==> config.mk <==
export PLATFORM = sky130hd
export DESIGN_NAME = pmc_mode_cmd
export DESIGN_NICKNAME = d
export VERILOG_FILES = /design/src/pmc_mode_cmd.v
export VERILOG_INCLUDE_DIRS = /design/src
export SDC_FILE = /design/constraint.sdc
export NUM_CORES = 1
export LEC_CHECK = 0
export BUFFER_PORTS_ARGS = -buffer_cell sky130_fd_sc_hd__clkbuf_2
export CAP_MARGIN = 20
export CORE_ASPECT_RATIO = 0.5
export CORE_MARGIN = 4
export CORE_UTILIZATION = 35
export DETAILED_ROUTE_END_ITERATION = 6
export GPL_TIMING_DRIVEN = 0
export SYNTH_ARGS = -nofsm -noshare
export SYNTH_HDL_FRONTEND = slang
export SYNTH_SLANG_ARGS = --single-unit
==> constraint.sdc <==
create_clock -name i_core_clk -period 3.5 [get_ports i_core_clk]
set_input_delay 1.05 -clock i_core_clk [delete_from_list [all_inputs] [get_ports i_core_clk]]
set_output_delay 1.05 -clock i_core_clk [all_outputs]
set_load 0.02 [all_outputs]
==> src/pmc_consts.vh <==
// Constants for the positioning mode arbiter and command input front end
`ifndef PMC_CONSTS_VH
`define PMC_CONSTS_VH

// Clock rate and jog hold time
`define PMC_CLK_HZ          100000000
`define PMC_JOG_HOLD_MS     100
`define PMC_JOG_HOLD_CYC    ((`PMC_CLK_HZ / 1000) * `PMC_JOG_HOLD_MS)
`define PMC_JOG_CNT_W       24

// Designated general-purpose mode input bit per variant
`define PMC_MODE_BIT_SINGLE 3
`define PMC_MODE_BIT_DUAL   7
`define PMC_GPI_W           8

// Stop mode parameter width (values 0 to 7)
`define PMC_STOP_MODE_W     3

// Program halt codes
`define PMC_MCODE_W         8
`define PMC_PAUSE_CODE      8'h00
`define PMC_END_CODE        8'h02

// Program run states, one-hot
`define PMC_ST_W            3
`define PMC_ST_IDLE         3'h1
`define PMC_ST_RUN          3'h2
`define PMC_ST_DRAIN        3'h4

`endif

==> src/pmc_mode_cmd.v <==
// Mode arbiter and command input front end of a pulse-train positioning unit
`timescale 1ns/100ps
`include "pmc_consts.vh"

module pmc_mode_cmd #(
  parameter DUAL_AXIS     = 0,
  parameter JOG_HOLD_CYC  = `PMC_JOG_HOLD_CYC
) (
  // Clock and reset
  input  wire                         i_core_clk,
  input  wire                         i_rst,
  // Mode sources
  input  wire                         i_panel_manual,
  input  wire                         i_input_mode_enable_flag,
  input  wire                         i_host_manual_request_flag,
  input  wire [`PMC_GPI_W-1:0]        i_gpi,
  // Command inputs
  input  wire                         i_start,
  input  wire                         i_stop,
  input  wire                         i_zero_return_input,
  input  wire                         i_forward_jog_input,
  input  wire                         i_reverse_jog_input,
  input  wire [`PMC_STOP_MODE_W-1:0]  i_stop_mode_parameter,
  // Pulse generator and program status
  input  wire                         i_move_busy,
  input  wire                         i_pulsing,
  input  wire                         i_error,
  input  wire                         i_zero_return_done,
  input  wire                         i_mcode_valid,
  input  wire [`PMC_MCODE_W-1:0]      i_mcode,
  input  wire                         i_prog_at_end,
  // Outputs
  output reg                          o_manual_mode,
  output reg                          o_prog_run,
  output reg                          o_subtask_run,
  output reg                          o_wait_end,
  output reg                          o_auto_pulse_en,
  output reg                          o_start_cmd,
  output reg                          o_stop_cmd,
  output reg  [`PMC_STOP_MODE_W-1:0]  o_stop_mode,
  output reg                          o_zero_return_cmd,
  output reg                          o_fwd_step,
  output reg                          o_fwd_cont,
  output reg                          o_rev_step,
  output reg                          o_rev_cont,
  output reg                          o_ready
);

  localparam integer MODE_BIT = DUAL_AXIS ? `PMC_MODE_BIT_DUAL : `PMC_MODE_BIT_SINGLE;
  // Hold count cut to the counter width on purpose; the default fits in 24 bits
  localparam integer              HOLD_LAST_I = JOG_HOLD_CYC - 1;
  localparam [`PMC_JOG_CNT_W-1:0] HOLD_LAST   = HOLD_LAST_I[`PMC_JOG_CNT_W-1:0];

  localparam [`PMC_ST_W-1:0] ST_IDLE  = `PMC_ST_IDLE;
  localparam [`PMC_ST_W-1:0] ST_RUN   = `PMC_ST_RUN;
  localparam [`PMC_ST_W-1:0] ST_DRAIN = `PMC_ST_DRAIN;

  ////////////////////////////////////////////////////////////////////////////
  // Block overview
  // Mode sources are levels and are resolved every cycle into manual_d.
  // Command inputs are levels; only their off-to-on edges carry meaning,
  // except stop, whose level also keeps the other commands masked, and the jogs, whose held level gives the continuous run.
  // Every output is registered, so each answer lags its cause by one
  // edge beyond the internal event, and jog outputs by one more.
  // Limitation: the stop behaviour code is only latched and passed on;
  // the pulse generator decides how to decelerate from it.
  // Limitation: zero return and jogs are taken only in manual mode, and
  // start only in automatic mode; an edge in the other mode is dropped,
  // not remembered, so the operator must press again after switching; only a jog held across the switch still gives the continuous run.
  // Trade-off: the jog hold counter is sized for the full hold time at the
  // system clock, which costs 24 flops per lane but needs no prescaler.

  ////////////////////////////////////////////////////////////////////////////
  // Input sampling
  // Inputs are taken as synchronous, so one register stage is enough to
  // get a clean sample; a second stage holds the previous sample so that
  // each edge gives exactly one event cycle.
  // Reset clears both stages to the off level, which matches the idle
  // level of every pin, so no false edge follows reset.
  // An input already on during reset gives one event after release; this
  // is wanted for stop, which then masks every other command from the first cycle.

  reg                   start_q;
  reg                   stop_q;
  reg                   zrn_q;
  reg                   fwd_q;
  reg                   rev_q;
  reg                   stop_prev_q;
  reg                   zrn_prev_q;
  reg                   fwd_prev_q;
  reg                   rev_prev_q;
  reg                   start_prev_q;
  wire                  stop_rise;
  wire                  zrn_rise;
  wire                  fwd_rise;
  wire                  rev_rise;
  wire                  start_rise;

  always @(posedge i_core_clk or posedge i_rst) begin
    if (i_rst) begin
      start_q      <= 1'b0;
      stop_q       <= 1'b0;
      zrn_q        <= 1'b0;
      fwd_q        <= 1'b0;
      rev_q        <= 1'b0;
      start_prev_q <= 1'b0;
      stop_prev_q  <= 1'b0;
      zrn_prev_q   <= 1'b0;
      fwd_prev_q   <= 1'b0;
      rev_prev_q   <= 1'b0;
    end else begin
      start_q      <= i_start;
      stop_q       <= i_stop;
      zrn_q        <= i_zero_return_input;
      fwd_q        <= i_forward_jog_input;
      rev_q        <= i_reverse_jog_input;
      start_prev_q <= start_q;
      stop_prev_q  <= stop_q;
      zrn_prev_q   <= zrn_q;
      fwd_prev_q   <= fwd_q;
      rev_prev_q   <= rev_q;
    end
  end

  // One-cycle off-to-on events
  assign start_rise = start_q & ~start_prev_q;
  assign stop_rise  = stop_q & ~stop_prev_q;
  assign zrn_rise   = zrn_q & ~zrn_prev_q;
  assign fwd_rise   = fwd_q & ~fwd_prev_q;
  assign rev_rise   = rev_q & ~rev_prev_q;

  ////////////////////////////////////////////////////////////////////////////
  // Mode arbitration
  // Pure priority chain; the first true source decides and later ones are
  // never looked at, so a host flag cannot override the panel manual position.
  // The mode input bit is fixed per variant at elaboration time.
  // The result feeds the mode output register and also gates commands
  // directly, so commands switch with the mode in the same cycle that the
  // registered mode output shows it one edge later.

  reg   manual_d;
  wire  gpi_mode = i_gpi[MODE_BIT];

  always @* begin
    if (i_panel_manual) begin
      manual_d = 1'b1;
    end else if (i_host_manual_request_flag) begin
      manual_d = 1'b1;
    end else if (i_input_mode_enable_flag) begin
      manual_d = gpi_mode;
    end else begin
      manual_d = 1'b0;
    end
  end

  ////////////////////////////////////////////////////////////////////////////
  // Start, stop and zero-return commands
  // Stop always comes first in each if-chain, so a start or zero-return
  // edge arriving together with a stop edge is lost rather than applied.
  // Halt codes count only while the code is flagged valid, so a stale code
  // left on the bus does not keep clearing a fresh start.
  // The stop command is a single-cycle pulse; the pulse generator keeps
  // its own stopped state from it.

  wire  halt_code = i_mcode_valid &
                    ((i_mcode == `PMC_PAUSE_CODE) | (i_mcode == `PMC_END_CODE));
  wire  ready_d   = ~i_pulsing & ~i_error;

  // Stop held active while the input stays on; it also masks start and jogs
  wire  stop_hold = stop_q;

  always @(posedge i_core_clk or posedge i_rst) begin
    if (i_rst) begin
      o_start_cmd       <= 1'b0;
      o_stop_cmd        <= 1'b0;
      o_stop_mode       <= {`PMC_STOP_MODE_W{1'b0}};
      o_zero_return_cmd <= 1'b0;
      o_ready           <= 1'b0;
      o_auto_pulse_en   <= 1'b0;
    end else begin
      o_stop_cmd <= stop_rise;
      if (stop_rise) begin
        o_stop_mode <= i_stop_mode_parameter;
      end
      // stop and halt codes clear start
      if (stop_rise | stop_hold | halt_code) begin
        o_start_cmd <= 1'b0;
      end else if (start_rise & ~manual_d) begin
        o_start_cmd <= 1'b1;
      end
      // return set and clear; set wins over done
      if (stop_rise | stop_hold) begin
        o_zero_return_cmd <= 1'b0;
      end else if (zrn_rise & manual_d) begin
        o_zero_return_cmd <= 1'b1;
      end else if (i_zero_return_done) begin
        o_zero_return_cmd <= 1'b0;
      end
      o_ready <= ready_d;
      o_auto_pulse_en <= ~manual_d & ready_d & o_start_cmd & ~stop_hold & ~halt_code;
    end
  end

  ////////////////////////////////////////////////////////////////////////////
  // Jog step and continuous run, one lane per direction
  // Lane 0 is forward and lane 1 is reverse; both are identical.
  // The step comes from the edge event, the continuous run from the hold
  // counter, so a short tap yields exactly one step and no run.
  // The counter parks at its last value instead of wrapping, so a long
  // hold cannot drop the continuous run after a counter overflow.
  // Any of stop, automatic mode or release clears the lane at once.

  wire [1:0] jog_lvl  = {rev_q, fwd_q};
  wire [1:0] jog_rise = {rev_rise, fwd_rise};
  wire [1:0] jog_step;
  wire [1:0] jog_cont;

  genvar g;
  generate
    for (g = 0; g < 2; g = g + 1) begin : g_jog
      reg [`PMC_JOG_CNT_W-1:0] cnt_q;
      reg                      step_q;
      reg                      cont_q;
      always @(posedge i_core_clk or posedge i_rst) begin
        if (i_rst) begin
          cnt_q  <= {`PMC_JOG_CNT_W{1'b0}};
          step_q <= 1'b0;
          cont_q <= 1'b0;
        end else if (stop_hold | ~manual_d | ~jog_lvl[g]) begin
          cnt_q  <= {`PMC_JOG_CNT_W{1'b0}};
          step_q <= 1'b0;
          cont_q <= 1'b0;
        end else begin
          step_q <= jog_rise[g];
          if (cnt_q == HOLD_LAST) begin
            cont_q <= 1'b1;
          end else begin
            cnt_q <= cnt_q + {{(`PMC_JOG_CNT_W-1){1'b0}}, 1'b1};
          end
        end
      end
      assign jog_step[g] = step_q;
      assign jog_cont[g] = cont_q;
    end
  endgenerate

  // Registered again so every output comes straight from a flip-flop
  always @(posedge i_core_clk or posedge i_rst) begin
    if (i_rst) begin
      o_fwd_step <= 1'b0;
      o_fwd_cont <= 1'b0;
      o_rev_step <= 1'b0;
      o_rev_cont <= 1'b0;
    end else begin
      o_fwd_step <= jog_step[0];
      o_fwd_cont <= jog_cont[0];
      o_rev_step <= jog_step[1];
      o_rev_cont <= jog_cont[1];
    end
  end

  ////////////////////////////////////////////////////////////////////////////
  // Program run control
  // Idle waits for automatic mode, run lets both programs go, and drain
  // lets the move in progress finish after a switch to manual.
  // The subtask program stops at once on the switch; only the main
  // program is allowed to run on until its move completes or it is at its end.
  // The wait flag tells the program side to park at its end instruction.
  // A return to automatic during drain is honoured only after idle, so the
  // program always restarts from a known state.

  reg [`PMC_ST_W-1:0] st_q;

  always @(posedge i_core_clk or posedge i_rst) begin
    if (i_rst) begin
      st_q          <= ST_IDLE;
      o_manual_mode <= 1'b1;
      o_prog_run    <= 1'b0;
      o_subtask_run <= 1'b0;
      o_wait_end    <= 1'b0;
    end else begin
      o_manual_mode <= manual_d;
      case (st_q)
        ST_IDLE: begin
          o_wait_end <= 1'b0;
          if (~manual_d) begin
            st_q          <= ST_RUN;
            o_prog_run    <= 1'b1;
            o_subtask_run <= 1'b1;
          end
        end
        ST_RUN: begin
          if (manual_d) begin
            st_q          <= ST_DRAIN;
            o_subtask_run <= 1'b0;
            o_wait_end    <= 1'b1;
          end
        end
        ST_DRAIN: begin
          // Main program stops once the move in progress finishes or the program is at its end
          if (~i_move_busy | i_prog_at_end) begin
            st_q       <= ST_IDLE;
            o_prog_run <= 1'b0;
          end
        end
        default: begin
          st_q          <= ST_IDLE;
          o_prog_run    <= 1'b0;
          o_subtask_run <= 1'b0;
          o_wait_end    <= 1'b0;
        end
      endcase
    end
  end

endmodule

==> results.md <==
- Initial Utilization: 36.8%
- Flip-flop and latch count after synthesis: 81
- Total negative slack: 0 ps
- Post-synthesis instance area: 3570 um2
- Global-route wire length before repair: roughly 13000 um
- I/O pin total: 51
- Fraction of registers with async set or reset after synthesis: 100%
- Startpoint type of the worst setup path: primary input
- Final setup vio count: 0
- Crit-path cells: clkbuf_2, a211oi_1, nor2_1, nand2_1, buf_2, nor2_1
- Layout cell share with drive strength beyond 1: 19.6%
- Average cell area after synthesis: 10.7 um2
- Slew headroom: 55.4%
- Number of resized instances in the post-cts repair step: 0
- Launch instance of the worst min-delay path: g_jog[0].step_q$_DFF_PP0_
- Post-CTS Setup Inserts: 0
- Adder-cell share of the synthesized area: 0.701%
- Cell with the biggest individual delay on the critical path: sky130_fd_sc_hd__a211oi_1
- Hpwl dp: ~4800 um
- Antenna violation net count after detailed routing: 0
- Arrival time of the worst setup path: 2490 ps
- Simple-gate share of the synthesized area: 24.6%
- CP endpoint: g_jog[0].cnt_q[16]$_DFFE_PP0P_
- Outcome: finished clean
- Area fraction in compound gates after synthesis: 6.10%
- CTS buffer count: 9
- GR Overflow Total: 0
- DR WL/cell: 12.8 um
- Unique masters post-synth: 47
- Maximum buffer depth of the clock tree: 2
- Total Nets Final: 424
- Layout fillers: about 940
- Clock tree from TritonCTS: yes
- Minimum clock period: 2280 ps
- Clock latency reported for the late side of the worst-skew pair: 330 ps
- Power per standard cell area: 503 nW/um2
- WL final: 6740 um
- Total count of max-transition violations in the final report: 0
- Leading cell type in the layout, fill and taps excluded: sky130_fd_sc_hd__dfrtp_1
- H-Tree Depth: 3
- Main flop type after synthesis: sky130_fd_sc_hd__dfrtp_1
- Number of global-route vias before repair: 2653
- Count of antenna diodes in the layout: 0
- Post-route clock skew: 6.20 ps
- Data required time at the worst endpoint: 3710 ps
- Reg2reg end: g_jog[1].cnt_q[7]$_DFFE_PP0P_
- Number of antenna violations at the first check in global routing: 0
- First-iteration detailed-routing DRC count: 131
- Die Span Y: a little under 80 um
- Setup repair after global routing missed its margin: no
- Register clock-pin slew on the reported worst setup and hold paths: 50 ps
- Number of enable flip-flop cells after synthesis: 0
- Share of the synthesized area in the top cell type: between 50 and 60%
- XOR/XNOR share of the synthesized area: around 8.6%
- Leak: around 0.0019 uW
- Worst-path fanout max: 10
- Crit-path most repeated cell: sky130_fd_sc_hd__nor2_1
- Largest family of logic cells by synthesized area: simple AND/OR/NAND/NOR gates
- Maximum vdd ir drop: about 0.27 mV
- Global routing usage summed across all routing layers: 13.2%
- Worst hold path type: reg2reg
- Die extent in x: 151 um
- Number of iterations in the first detailed-routing pass: 5
- Warnings, synthesis: 0
- Total vias in the final route: roughly 2.6k
- Delay contributed by the slowest stage of the critical path: 560 ps
- Routability-driven placement congestion ratio: approximately 0.78
- Cell at the root of the clock tree: sky130_fd_sc_hd__clkbuf_16
- Sequential share of the synthesized area: 56.8%
- Part of the cycle the worst path needs: 65.2%
- Drc violations: 0
- Reg2reg path depth: 7
- Area of the core region: 9700 um2
- Area of the die: 12000 um2
- Multiplexer share of the synthesized area: 1.23%
- Post-CTS Hold Fix Bufs: 0
- Via/cell ratio: 4.88
- Number of max-cap violations: 0
- Cell family contributing the most delay on the critical path: compound AO/OA/AOI/OAI gates
- Area of all placed cells without fillers: 4290 um2
- Start point of the critical path: i_input_mode_enable_flag
- Placed cell area: roughly 4000 um2
- Worst Max-Slew Pin Slew: approximately 660 ps
- Clock net sink count: 81
- Number of cells on the critical path: 6
- Layout Area Growth over Synthesis: 20.0%
- Yosys top cell by area: sky130_fd_sc_hd__dfrtp_1
- Nets in the synthesized netlist: 370
- Sort of element at the end of the critical path: register
- Register-to-Register Setup Slack: 1430 ps
- Maximum number of pins on one net before global-route repair: 69
- Maximum clock rate: 0.438 GHz
- Highest-count cells in the layout ignoring fill and taps: 79 x sky130_fd_sc_hd__dfrtp_1, 53 x sky130_fd_sc_hd__nor2_1, 42 x sky130_fd_sc_hd__clkbuf_2
- Synthesized netlist cell count: 333
- Row Count: 25
- Most area-consuming cells after synthesis: sky130_fd_sc_hd__dfrtp_1 55%, sky130_fd_sc_hd__xor2_1 6.1%, sky130_fd_sc_hd__nor2_1 5.6%
- Startpoint of the most critical register-to-register path: g_jog[1].cnt_q[0]$_DFFE_PP0P_
- Number of port buffers: 42
- Total buffers and inverters traversed by the critical path: 2
- Type of the worst setup path: in2reg
- Number of failing hold endpoints at the final stage: 0
## routing by layer
layer	share of wire, %	vias to the layer above	track usage (%)
met1	48	1263	17.6
met5	0	-	0
met2	48	18	20.9
met3	2.1	9	3.74
met4	1.1	0	4.34
li1	-	1281	-
## power by group
part,internal (uW),total [uW],switching (uW)
combinational,71.2,183,112
clock,623,970,347
sequential,978,1000,25.7
total,1670,2160,485
## synthesized netlist by cell type (all sizes together), types with 3 or more instances
| cell type | instances |
|---|---|
| and3 | 9 |
| nor3 | 7 |
| xor2 | 25 |
| nor2 | 53 |
| nor2b | 3 |
| a21oi | 14 |
| o21ai | 10 |
| nand2 | 24 |
| xnor2 | 10 |
| nand3 | 19 |
| nand4 | 13 |
| and4 | 5 |
| nor4b | 5 |
| dfrtp | 79 |
| o31ai | 4 |
| buf | 6 |
| inv | 6 |
| or3 | 5 |
| nor4 | 6 |
| mux2 | 3 |
## metrics by stage
step                total power, uW  util (%)  setup slack [ps]  cells  hold slack [ps]
global placement               1200      40.7              -636    510              338
CTS                            2190      44.2              1170    527              350
floorplan                      1140         -               373    333              331
global route                   2250      44.2               967    527              370
finish                         2160      44.2              1220    527              351
detailed placement             1210      41.0               813    511              338
## worst register-to-register path: cells and delay by family (launching register included)
| family | cells | cell delay (ps) |
|---|---|---|
| and+or+nand+nor | 4 | 1030 |
| buffers and inverters | 1 | 130 |
| AOI/OAI and AO/OA | 1 | 170 |
| adders and majority gates | 1 | 250 |
| DFF | 1 | 420 |
## worst min path at each step
stage                                end  depth (start not counted)
floorplan           o_fwd_step$_DFF_PP0_                          0
detailed placement  o_fwd_step$_DFF_PP0_                          0
global placement    o_fwd_step$_DFF_PP0_                          0
CTS                 o_fwd_step$_DFF_PP0_                          0
finish              o_fwd_step$_DFF_PP0_                          0
global route        o_fwd_step$_DFF_PP0_                          0
## sequential cells by signal, indices dropped and copies added (netlist names), 2 cells and up
register,cells
g_jog.cont_q,2
o_stop_mode,3
st_q,3
g_jog.step_q,2
g_jog.cnt_q,48
## layout make-up
cell class | instances | area [um2] | share of cell area [%]
multi-input combinational | 238 | 1470 | 34.4
clock inverter | 4 | 70.1 | 1.63
tap | 135 | 169 | 3.94
timing repair buffer | 43 | 238 | 5.55
clock buffer | 12 | 236 | 5.52
sequential | 81 | 2030 | 47.3
inverter | 6 | 25.0 | 0.584
buffer | 8 | 46.3 | 1.08
## cells by family (layout without fill, tap and decap cells)
logic type,count (synthesis),in the layout
AO/OA/AOI/OAI,37,37
multiplexers,4,4
adder cells (fa/ha/maj),2,2
AND/OR/NAND/NOR,160,160
XOR/XNOR,35,35
flip-flops,81,81
buffers and inverters,14,73
Power figures use the tool's default switching activity.
